**config.mk**
```make
export PLATFORM = sky130hd
export DESIGN_NAME = gpp_port
export DESIGN_NICKNAME = d
export VERILOG_FILES = /design/src/rtl/gpp_pkg.sv /design/src/rtl/gpp_pin.sv /design/src/rtl/gpp_port.sv
export SDC_FILE = /design/constraint.sdc
export NUM_CORES = 1
export LEC_CHECK = 0
export ABC_AREA = 0
export BUFFER_PORTS_ARGS = -buffer_cell sky130_fd_sc_hd__buf_2
export CORE_ASPECT_RATIO = 1.4
export CORE_MARGIN = 2
export CORE_UTILIZATION = 25
export DETAILED_ROUTE_END_ITERATION = 8
export GPL_ROUTABILITY_DRIVEN = 0
export SLEW_MARGIN = 20
export SYNTH_ARGS = -nofsm -noshare
export SYNTH_HDL_FRONTEND = slang
export SYNTH_HIERARCHICAL = 1
export SYNTH_SLANG_ARGS = --single-unit
```
**constraint.sdc**
```tcl
create_clock -name clk_i -period 1.9 [get_ports clk_i]
set_input_delay 0.095 -clock clk_i [delete_from_list [all_inputs] [get_ports clk_i]]
set_output_delay 0.095 -clock clk_i [all_outputs]
set_load 0.02 [all_outputs]
```
**src/rtl/gpp_pkg.sv**
```systemverilog
// Shared constants and types for the five-pin general purpose port.
package gpp_pkg;

   // Clock and timing figures.
   localparam int unsigned CLK_HZ          = 25_000_000;
   localparam int unsigned PWM_HZ          = 100;
   localparam int unsigned PWM_STEPS       = 100;
   localparam int unsigned SAMPLE_HZ       = 32;
   localparam int unsigned PWM_STEP_CYCLES = CLK_HZ / (PWM_HZ * PWM_STEPS);
   localparam int unsigned SAMPLE_CYCLES   = CLK_HZ / SAMPLE_HZ;

   // Command codes and reply types.
   localparam logic [7:0] CMD_SET_PIN  = 8'h22;
   localparam logic [7:0] CMD_READ_PIN = 8'h23;
   localparam logic [7:0] RSP_ACK_BIT  = 8'h40;
   localparam logic [7:0] RSP_ERR_BITS = 8'hC0;
   localparam logic [7:0] LEN_SET_VAL  = 8'h02;
   localparam logic [7:0] LEN_SET_CFG  = 8'h03;
   localparam logic [7:0] LEN_READ     = 8'h01;
   localparam logic [7:0] LEN_READ_RSP = 8'h04;
   localparam logic [7:0] LEN_NONE     = 8'h00;

   // Output state values.
   localparam logic [6:0] DUTY_LOW  = 7'h00;
   localparam logic [6:0] DUTY_HIGH = 7'h64;

   // Configuration byte layout.
   localparam int unsigned CFG_FUNC_BIT = 3;
   localparam logic [3:0]  CFG_RSV_MASK = 4'hF;

   // Status byte layout.
   localparam int unsigned ST_LEVEL_BIT = 0;
   localparam int unsigned ST_FALL_BIT  = 1;
   localparam int unsigned ST_RISE_BIT  = 2;

   // Reset configuration per pin, pin 4 in the top nibble.
   localparam logic [19:0] PIN_RST_CFG = 20'h2_2232;

   // Drive modes of the configuration byte.
   typedef enum logic [2:0] {
      DM_UP_FAST_PD   = 3'b000,
      DM_PUSH_FAST    = 3'b001,
      DM_HIZ          = 3'b010,
      DM_PU_DN_FAST   = 3'b011,
      DM_UP_SLOW_HIZ  = 3'b100,
      DM_PUSH_SLOW    = 3'b101,
      DM_RESERVED     = 3'b110,
      DM_HIZ_DN_SLOW  = 3'b111
   } gpp_drive_mode_t;

endpackage

```
**src/rtl/gpp_pin.sv**
```systemverilog
// One port pin: stored request, drive control and the sampled level with edge flags.
`timescale 1ns/100ps
module gpp_pin
   import gpp_pkg::*;
#(
   parameter logic [3:0] RST_CFG = 4'h2
) (
   input  wire logic       clk_i,        // Core clock.
   input  wire logic       arst_n_i,     // Asynchronous reset, active low.
   input  wire logic       sample_i,     // Sampling strobe, one cycle.
   input  wire logic [6:0] pwm_phase_i,  // PWM phase, 0 to 99.
   input  wire logic       wr_val_i,     // Store a new output state.
   input  wire logic       wr_cfg_i,     // Store a new configuration.
   input  wire logic [6:0] val_i,        // Output state to store.
   input  wire logic [3:0] cfg_i,        // Configuration to store.
   input  wire logic       clr_i,        // Restart the edge flags.
   input  wire logic       pin_i,        // Pin level.
   input  wire logic       dflt_o_i,     // Default function drive level.
   input  wire logic       dflt_oe_n_i,  // Default function enable, active low.
   output logic            level_o,      // Last sampled level.
   output logic            rise_o,       // Rising edge seen.
   output logic            fall_o,       // Falling edge seen.
   output logic [6:0]      duty_o,       // Stored output state.
   output logic [3:0]      cfg_o,        // Stored configuration.
   output logic            pin_o,        // Pin drive level.
   output logic            pin_oe_n_o,   // Pin drive enable, active low.
   output logic            pull_up_o,    // Resistive pull-up on.
   output logic            pull_dn_o,    // Resistive pull-down on.
   output logic            slow_o        // Slow edge rate.
);

   typedef struct packed {
      logic [6:0] duty;
      logic [3:0] cfg;
      logic       primed;
      logic       level;
      logic       rise;
      logic       fall;
      logic       drv;
      logic       oe_n;
      logic       pu;
      logic       pd;
      logic       slow;
   } gpp_pin_state_t;

   gpp_pin_state_t st;
   gpp_pin_state_t next_st;
   logic           req;
   logic           rise_ev;
   logic           fall_ev;

   // Request level, sampled edges and the drive decode.
   always_comb begin
      next_st = st;
      req     = (st.duty == DUTY_HIGH) || (st.duty != DUTY_LOW && pwm_phase_i < st.duty);
      if (wr_val_i) begin
         next_st.duty = val_i;
      end
      if (wr_cfg_i) begin
         next_st.cfg = cfg_i;
      end
      // Edges come only from two consecutive samples, so short pulses vanish.
      rise_ev = sample_i && st.primed && !st.level && pin_i;
      fall_ev = sample_i && st.primed && st.level && !pin_i;
      if (sample_i) begin
         next_st.level  = pin_i;
         next_st.primed = 1'b1;
      end
      // A new edge in the query cycle wins over the restart.
      next_st.rise = (st.rise && !clr_i) || rise_ev;
      next_st.fall = (st.fall && !clr_i) || fall_ev;
      next_st.drv  = req;
      next_st.oe_n = 1'b1;
      next_st.pu   = 1'b0;
      next_st.pd   = 1'b0;
      next_st.slow = 1'b0;
      if (!st.cfg[CFG_FUNC_BIT]) begin
         // Default role keeps its own drive; pulls stay off.
         next_st.drv  = dflt_o_i;
         next_st.oe_n = dflt_oe_n_i;
      end else begin
         case (gpp_drive_mode_t'(st.cfg[2:0]))
            DM_UP_FAST_PD: begin
               next_st.oe_n = !req;
               next_st.pd   = !req;
            end
            DM_PUSH_FAST: begin
               next_st.oe_n = 1'b0;
            end
            DM_PU_DN_FAST: begin
               next_st.oe_n = req;
               next_st.pu   = req;
            end
            DM_UP_SLOW_HIZ: begin
               next_st.oe_n = !req;
               next_st.slow = 1'b1;
            end
            DM_PUSH_SLOW: begin
               next_st.oe_n = 1'b0;
               next_st.slow = 1'b1;
            end
            DM_HIZ_DN_SLOW: begin
               next_st.oe_n = req;
               next_st.slow = 1'b1;
            end
            default: begin
               next_st.oe_n = 1'b1;
            end
         endcase
      end
   end

   // State register.
   always_ff @(posedge clk_i or negedge arst_n_i) begin
      if (!arst_n_i) begin
         st     <= '0;
         st.cfg <= RST_CFG;
         st.oe_n <= 1'b1;
      end else begin
         st <= next_st;
      end
   end

   assign level_o    = st.level;
   assign rise_o     = st.rise;
   assign fall_o     = st.fall;
   assign duty_o     = st.duty;
   assign cfg_o      = st.cfg;
   assign pin_o      = st.drv;
   assign pin_oe_n_o = st.oe_n;
   assign pull_up_o  = st.pu;
   assign pull_dn_o  = st.pd;
   assign slow_o     = st.slow;

endmodule

```
**src/rtl/gpp_port.sv**
```systemverilog
// Five-pin general purpose port with PWM outputs, sampled inputs and command replies.
//
// Behaviour
// - Five pins at indices 0 to 4; indices 5 and up select nothing.
// - State 0 low, 1 to 99 PWM duty at 100Hz, 100 high, above invalid.
// - Set command: two bytes change value only, three also set function and drive.
// - Modes 000, 001, 010, 011: fast drive, pulls and high-impedance as coded.
// - Modes 100, 101, 111 slow drive variants; 110 reserved, never driven.
// - Function 0 gives pin its default role; 1 puts it under user control.
// - Every pin sampled at 32Hz regardless of queries, giving bounce-free readings.
// - Rising and falling edges latched per pin since last query, restarted by it.
// - Status byte: level bit 0, falling bit 1, rising bit 2, others zero.
// - Reported level is the sampled pin, not the requested output.
// - Changes starting and ending between two samples produce no indication.
// - Read command: one index byte; reply index, status, duty, configuration.
// - Reported request is the stored duty value 0 to 100.
// - Reserved upper configuration bits read as zero.
// - Pins 1 to 3 default to power sense and control, pin 4 one-wire.
`timescale 1ns/100ps
module gpp_port
   import gpp_pkg::*;
#(
   parameter int unsigned NUM_PINS    = 5,
   parameter int unsigned SAMPLE_DIV  = SAMPLE_CYCLES,
   parameter int unsigned PWM_STEP_DV = PWM_STEP_CYCLES
) (
   input  wire logic                clk_i,        // Core clock, 25 MHz.
   input  wire logic                arst_n_i,     // Asynchronous reset, active low.
   input  wire logic                cmd_valid_i,  // Command packet present, one cycle.
   input  wire logic [7:0]          cmd_code_i,   // Command code.
   input  wire logic [7:0]          cmd_len_i,    // Data length of the command.
   input  wire logic [7:0]          cmd_d0_i,     // Data byte 0, pin index.
   input  wire logic [7:0]          cmd_d1_i,     // Data byte 1, output state.
   input  wire logic [7:0]          cmd_d2_i,     // Data byte 2, configuration.
   output logic                     rsp_valid_o,  // Reply present, one cycle.
   output logic [7:0]               rsp_type_o,   // Reply type.
   output logic [7:0]               rsp_len_o,    // Reply data length.
   output logic [7:0]               rsp_d0_o,     // Reply byte 0.
   output logic [7:0]               rsp_d1_o,     // Reply byte 1.
   output logic [7:0]               rsp_d2_o,     // Reply byte 2.
   output logic [7:0]               rsp_d3_o,     // Reply byte 3.
   input  wire logic [NUM_PINS-1:0] pin_i,        // Pin levels.
   input  wire logic [NUM_PINS-1:0] dflt_o_i,     // Default function drive levels.
   input  wire logic [NUM_PINS-1:0] dflt_oe_n_i,  // Default function enables, active low.
   output logic [NUM_PINS-1:0]      pin_o,        // Pin drive levels.
   output logic [NUM_PINS-1:0]      pin_oe_n_o,   // Pin drive enables, active low.
   output logic [NUM_PINS-1:0]      pull_up_o,    // Pull-up enables.
   output logic [NUM_PINS-1:0]      pull_dn_o,    // Pull-down enables.
   output logic [NUM_PINS-1:0]      slow_o        // Slow edge enables.
);

   // The index byte is eight bits wide and the reset table holds five pins.
   if (NUM_PINS < 1 || NUM_PINS > 5 || SAMPLE_DIV < 2 || SAMPLE_DIV > 2**24 || PWM_STEP_DV < 1
       || PWM_STEP_DV > 2**16) begin : g_bad_param
      $error("gpp_port parameters out of range");
   end

   // All timer, strobe and reply state of the port sits in one registered word.
   // The reply length and data bytes fall back to zero between replies, so a stale status never leaks; the reply type holds.
   typedef struct packed {
      logic [15:0] step_cnt;
      logic [6:0]  phase;
      logic [23:0] smp_cnt;
      logic        smp;
      logic        rsp_valid;
      logic [7:0]  rsp_type;
      logic [7:0]  rsp_len;
      logic [7:0]  d0;
      logic [7:0]  d1;
      logic [7:0]  d2;
      logic [7:0]  d3;
   } gpp_port_state_t;

   // Terminal counts, cut to the width of the counters that compare against them.
   localparam logic [15:0] STEP_LAST  = 16'(PWM_STEP_DV - 1);
   localparam logic [6:0]  PHASE_LAST = 7'(PWM_STEPS - 1);
   localparam logic [23:0] SMP_LAST   = 24'(SAMPLE_DIV - 1);
   localparam logic [7:0]  PIN_COUNT  = 8'(NUM_PINS);

   // Per-pin write and clear strobes, and the stored view of every pin cell.
   gpp_port_state_t     st;
   gpp_port_state_t     next_st;
   logic [NUM_PINS-1:0] wr_val;
   logic [NUM_PINS-1:0] wr_cfg;
   logic [NUM_PINS-1:0] clr;
   logic [NUM_PINS-1:0] lvl;
   logic [NUM_PINS-1:0] rise;
   logic [NUM_PINS-1:0] fall;
   logic [6:0]          duty [NUM_PINS];
   logic [3:0]          cfg  [NUM_PINS];
   logic                idx_ok;
   logic                set_ok;
   logic                is_set;
   logic                is_read;
   logic [2:0]          sel;

   // Command decode, timers and reply build.
   always_comb begin
      next_st = st;
      wr_val  = '0;
      wr_cfg  = '0;
      clr     = '0;
      sel     = cmd_d0_i[2:0];
      idx_ok  = cmd_d0_i < PIN_COUNT;
      is_set  = cmd_valid_i && cmd_code_i == CMD_SET_PIN;
      is_read = cmd_valid_i && cmd_code_i == CMD_READ_PIN;
      // Out-of-range states, reserved bits and the reserved mode are refused.
      set_ok  = idx_ok && cmd_d1_i <= {1'b0, DUTY_HIGH}
                && (cmd_len_i == LEN_SET_VAL
                    || (cmd_len_i == LEN_SET_CFG && (cmd_d2_i[7:4] & CFG_RSV_MASK) == 4'h0
                        && cmd_d2_i[2:0] != DM_RESERVED));
      // Free-running PWM phase, 100 steps a period.
      if (st.step_cnt == STEP_LAST) begin
         next_st.step_cnt = '0;
         next_st.phase    = (st.phase == PHASE_LAST) ? 7'h00 : st.phase + 7'h01;
      end else begin
         next_st.step_cnt = st.step_cnt + 16'h0001;
      end
      // Sampling strobe, independent of any command.
      next_st.smp = st.smp_cnt == SMP_LAST;
      next_st.smp_cnt = next_st.smp ? 24'h00_0000 : st.smp_cnt + 24'h00_0001;
      next_st.rsp_valid = 1'b0;
      next_st.rsp_len   = LEN_NONE;
      next_st.d0 = 8'h00;
      next_st.d1 = 8'h00;
      next_st.d2 = 8'h00;
      next_st.d3 = 8'h00;
      // A set or a read always answers one cycle later, refused or not; other codes stay silent.
      // A refused set stores nothing, so a half-valid packet never changes a pin.
      if (is_set) begin
         next_st.rsp_valid = 1'b1;
         next_st.rsp_type  = (set_ok ? RSP_ACK_BIT : RSP_ERR_BITS) | cmd_code_i;
         for (int i = 0; i < NUM_PINS; i++) begin
            if (set_ok && sel == 3'(i)) begin
               wr_val[i] = 1'b1;
               wr_cfg[i] = cmd_len_i == LEN_SET_CFG;
            end
         end
      end else if (is_read) begin
         next_st.rsp_valid = 1'b1;
         if (idx_ok && cmd_len_i == LEN_READ) begin
            next_st.rsp_type = RSP_ACK_BIT | cmd_code_i;
            next_st.rsp_len  = LEN_READ_RSP;
            next_st.d0       = cmd_d0_i;
            // The query restarts the edge flags of the pin that it reports, and only that pin.
            for (int i = 0; i < NUM_PINS; i++) begin
               if (sel == 3'(i)) begin
                  clr[i] = 1'b1;
                  next_st.d1[ST_LEVEL_BIT] = lvl[i];
                  next_st.d1[ST_FALL_BIT]  = fall[i];
                  next_st.d1[ST_RISE_BIT]  = rise[i];
                  next_st.d2 = {1'b0, duty[i]};
                  next_st.d3 = {4'h0, cfg[i]};
               end
            end
         end else begin
            next_st.rsp_type = RSP_ERR_BITS | cmd_code_i;
         end
      end
   end

   // State register.
   // Reset clears the timers, so the first sampling strobe comes a full period after release.
   always_ff @(posedge clk_i or negedge arst_n_i) begin
      if (!arst_n_i) begin
         st <= '0;
      end else begin
         st <= next_st;
      end
   end

   // One cell per pin, each with its own default role configuration.
   // Each cell registers its own pin controls, so every pin output leaves a flip-flop.
   for (genvar g = 0; g < NUM_PINS; g++) begin : g_pin
      gpp_pin #(
         .RST_CFG (PIN_RST_CFG[4*g +: 4])
      ) u_pin (
         .clk_i       (clk_i),
         .arst_n_i    (arst_n_i),
         .sample_i    (st.smp),
         .pwm_phase_i (st.phase),
         .wr_val_i    (wr_val[g]),
         .wr_cfg_i    (wr_cfg[g]),
         .val_i       (cmd_d1_i[6:0]),
         .cfg_i       (cmd_d2_i[3:0]),
         .clr_i       (clr[g]),
         .pin_i       (pin_i[g]),
         .dflt_o_i    (dflt_o_i[g]),
         .dflt_oe_n_i (dflt_oe_n_i[g]),
         .level_o     (lvl[g]),
         .rise_o      (rise[g]),
         .fall_o      (fall[g]),
         .duty_o      (duty[g]),
         .cfg_o       (cfg[g]),
         .pin_o       (pin_o[g]),
         .pin_oe_n_o  (pin_oe_n_o[g]),
         .pull_up_o   (pull_up_o[g]),
         .pull_dn_o   (pull_dn_o[g]),
         .slow_o      (slow_o[g])
      );
   end

   assign rsp_valid_o = st.rsp_valid;
   assign rsp_type_o  = st.rsp_type;
   assign rsp_len_o   = st.rsp_len;
   assign rsp_d0_o    = st.d0;
   assign rsp_d1_o    = st.d1;
   assign rsp_d2_o    = st.d2;
   assign rsp_d3_o    = st.d3;

endmodule

```
==> summary.txt <==
Logic synthesis
  – Unique masters post-synth: 59
  – Share of the synthesized area in the top cell type: 0.4446
  – Top cell type by total area after synthesis: dfrtp_1
  – Primary FF master, synth: dfrtp_1
  – Mapped Area: 9513 µm²
  – EDFF count, synth: 0
  – Mean post-synth cell area: 10.62 µm²
  – Synth warn: 6
  – Synth Instances: 896
  – Post-synthesis register bit count: 180
  – Most frequent cells after synthesis: dfrtp_1, buf_4, nand2_1
  – Count leader, synth: dfrtp_1
  – Top cells by area, synth: dfrtp_1, buf_4, ha_1
  – Part of the Yosys area used for sequential elements: 0.4749
  – FFs w/ async S/R, synth: 1.000

Routing
  – DR vias/cell: 4.657
  – # DRC: 0
  – WL/cell: 16.42 µm
  – Routed WL: 24900 µm
  – Initial DRC count: 453
  – Vias post-DR: 7064
  – Post-route ant nets: 0
  – Drt pass-1 iters: 5

Setup path
  – Worst path required time: 2.22 ns
  – CP arrival: 2.38 ns
  – Crit path kind: input port to flop
  – Nature of the critical path startpoint: input port
  – CP endpoint kind: flop
  – R2r worst-path depth: 7
  – Critical Path Fanout Max: 11

Final layout
  – Final net count: 1123
  – # fillers: 3731
  – Layout cells sized above 1: 0.3458
  – Post-Route Utilization: 0.3191
  – Ant diodes: 0
  – Area growth, synth to finish: 25.85%

Timing
  – Period utilization: 1.083
  – Final Hold Viols: 0
  – Slew headroom: 0.5784
  – Least-Margin Pin Slew: 0.6324 ns
  – Achievable clock frequency: 0.4858 GHz
  – RSZ-0062 raised after global routing: yes
  – Layout Skew: 0.01168 ns
  – Setup ws final: -0.1584 ns
  – Slew Limit Fails: 0
  – Final number of setup-violating endpoints: 32
  – Final min period: 2.058 ns

Clock network
  – Buffer levels on the longest clock path: 2
  – CTS tree: built
  – Clock slew at reported path FFs: 0.07 ns
  – Clock Tree Root: clkbuf_16
  – Clock buffer count from CTS: 17
  – Clock Latency Late Sink: 0.44 ns
  – H-Tree Depth: 4
  – Num Clock Sinks: 180

Floorplanning
  – Ports: 132
  – Die Area: 39650 µm²
  – Die Y: 234.8 µm
  – Placeable Area: 37520 µm²
  – Die X: 168.9 µm
  – Initial Util: 0.2535
  – Row Count: 84

Placement
  – Port buffer count: 114
  – Post-Place Worst Slack: -0.7275 ns
  – Hpwl dp: 18150 µm

Global routing
  – Initial antenna violation count: 2
  – Grt total ovfl: 0
  – Number of global-route vias before repair: 7365
  – Pin count of the biggest net entering global routing: 63
  – GRT Total Usage: 0.1280
  – Global-route wire length before repair: 39680 µm

Outcome
  – Outcome: finished with violations
  – Failing checks: setup timing

Flow run
  – Max Cap Violations: 0

Hold path
  – Hold Crit Class: input port to flop
  – Hold Path Stages: 3

Power
  – Worst VDD drop: 583.2 µV
  – PwrDens: 674.1 nW/µm²
  – Leakage: 0.005462 µW
-- worst max-delay path, stage by stage --
cell and delay, ns:
buf_6 0.09, or4_1 0.52, or4_4 0.53, a2111o_1 0.33
buf_8 0.17, nor3_4 0.29, mux2_1 0.35
-- worst paths after layout --
| kind | startpoint | slack [ns] | to |
|---|---|---|---|
| min | cmd_d1_i[6] | 0.03 | g_pin[4].u_pin/duty_o[6]$_DFFE_PN0P_ |
| max reg2reg | st[78]$_DFFE_PN0N_ | -0.03 | g_pin[2].u_pin/pin_oe_n_o$_DFF_PN1_ |
| min reg2reg | st[50]$_DFF_PN0_ | 0.46 | st[50]$_DFF_PN0_ |
| max in group asynchronous | arst_n_i | 1.05 | g_pin[1].u_pin/pin_oe_n_o$_DFF_PN1_ |
| max | cmd_d0_i[4] | -0.16 | g_pin[0].u_pin/cfg_o[3]$_DFFE_PN0P_ |
| min in group asynchronous | arst_n_i | 0.14 | g_pin[1].u_pin/level_o$_DFFE_PN0P_ |
-- power by group --
| part | switching [µW] | internal (µW) | total, µW |
|---|---|---|---|
| clock | 1490 | 2230 | 3720 |
| sequential | 10.3 | 3870 | 3880 |
| combinational | 303 | 168 | 471 |
-- cells in the final DEF, fill, tap and decap left out, types with 15 or more instances in the layout --
cell	count
nand3_1	27
inv_1	58
buf_6	15
o21ai_0	17
xnor2_1	25
clkbuf_16	17
ha_1	21
conb_1	22
dfrtp_1	167
nand2_1	65
nor2_1	50
o21ai_1	34
buf_4	67
dlygate4sd3_1	18
buf_2	112
nand4_1	23
-- registers in the layout, indices dropped and copies added, names as in the netlist, 3 cells and up --
register	count
g_pin.u_pin/pin_o	5
g_pin.u_pin/fall_o	5
g_pin.u_pin/st	5
rsp_type_o	8
g_pin.u_pin/cfg_o	20
rsp_d0_o	8
st	48
g_pin.u_pin/duty_o	35
g_pin.u_pin/pin_oe_n_o	5
g_pin.u_pin/pull_dn_o	5
g_pin.u_pin/slow_o	5
g_pin.u_pin/rise_o	5
g_pin.u_pin/level_o	5
rsp_d2_o	7
rsp_d3_o	4
rsp_d1_o	3
g_pin.u_pin/pull_up_o	5
-- cell type report --
class	instances	area, µm²	area share
multi-input combinational	554	4462	0.3727
timing repair buffer	220	1568	0.1310
clock inverter	9	153.9	0.01286
inverter	58	217.7	0.01819
sequential	180	4521	0.3776
clock buffer	23	457.9	0.03825
tap	473	591.8	0.04944
-- per-stage QoR --
step                TNS, ns  cells  hold slack, ns  power, µW  area (µm²)
finish               -2.501   1517         0.02636       8070       11970
global route         -5.046   1517         0.01655       8371       11970
CTS                  -1.642   1512        0.001563       8187       11650
detailed placement   -36.51   1454         0.02100       4390       10600
global placement     -35.34   1454         0.01645       4385       10600
floorplan            -18.11    917         -0.2006       4161        9688
-- repair_timing --
action                                  in CTS  in global routing
gates resized for setup                     32                 58
hold buffers                                18                  0
pin swaps                                   20                 26
endpoints found under the setup margin      44                 83
endpoints found under the hold margin      197                  0
setup buffers                                8                  5
-- logic make-up after synthesis --
group | count (synthesis) | synth area share
muxes | 44 | 0.06826
and+or+nand+nor | 294 | 0.1776
buffers and inverters | 183 | 0.1160
adders and majority gates | 34 | 0.04472
other | 1 | 0.0003942
xor gates and xnor gates | 32 | 0.02946
AOI/OAI and AO/OA | 128 | 0.08865
DFF | 180 | 0.4749
-- metal layers --
metal,share of wire,track usage,vias up
met5,0.00052,0,-
li1,-,-,3319
met1,0.38,0.1374,3497
met3,0.038,0.02527,63
met2,0.54,0.2325,183
met4,0.046,0.07132,2
Power figures use the tool's default switching activity.
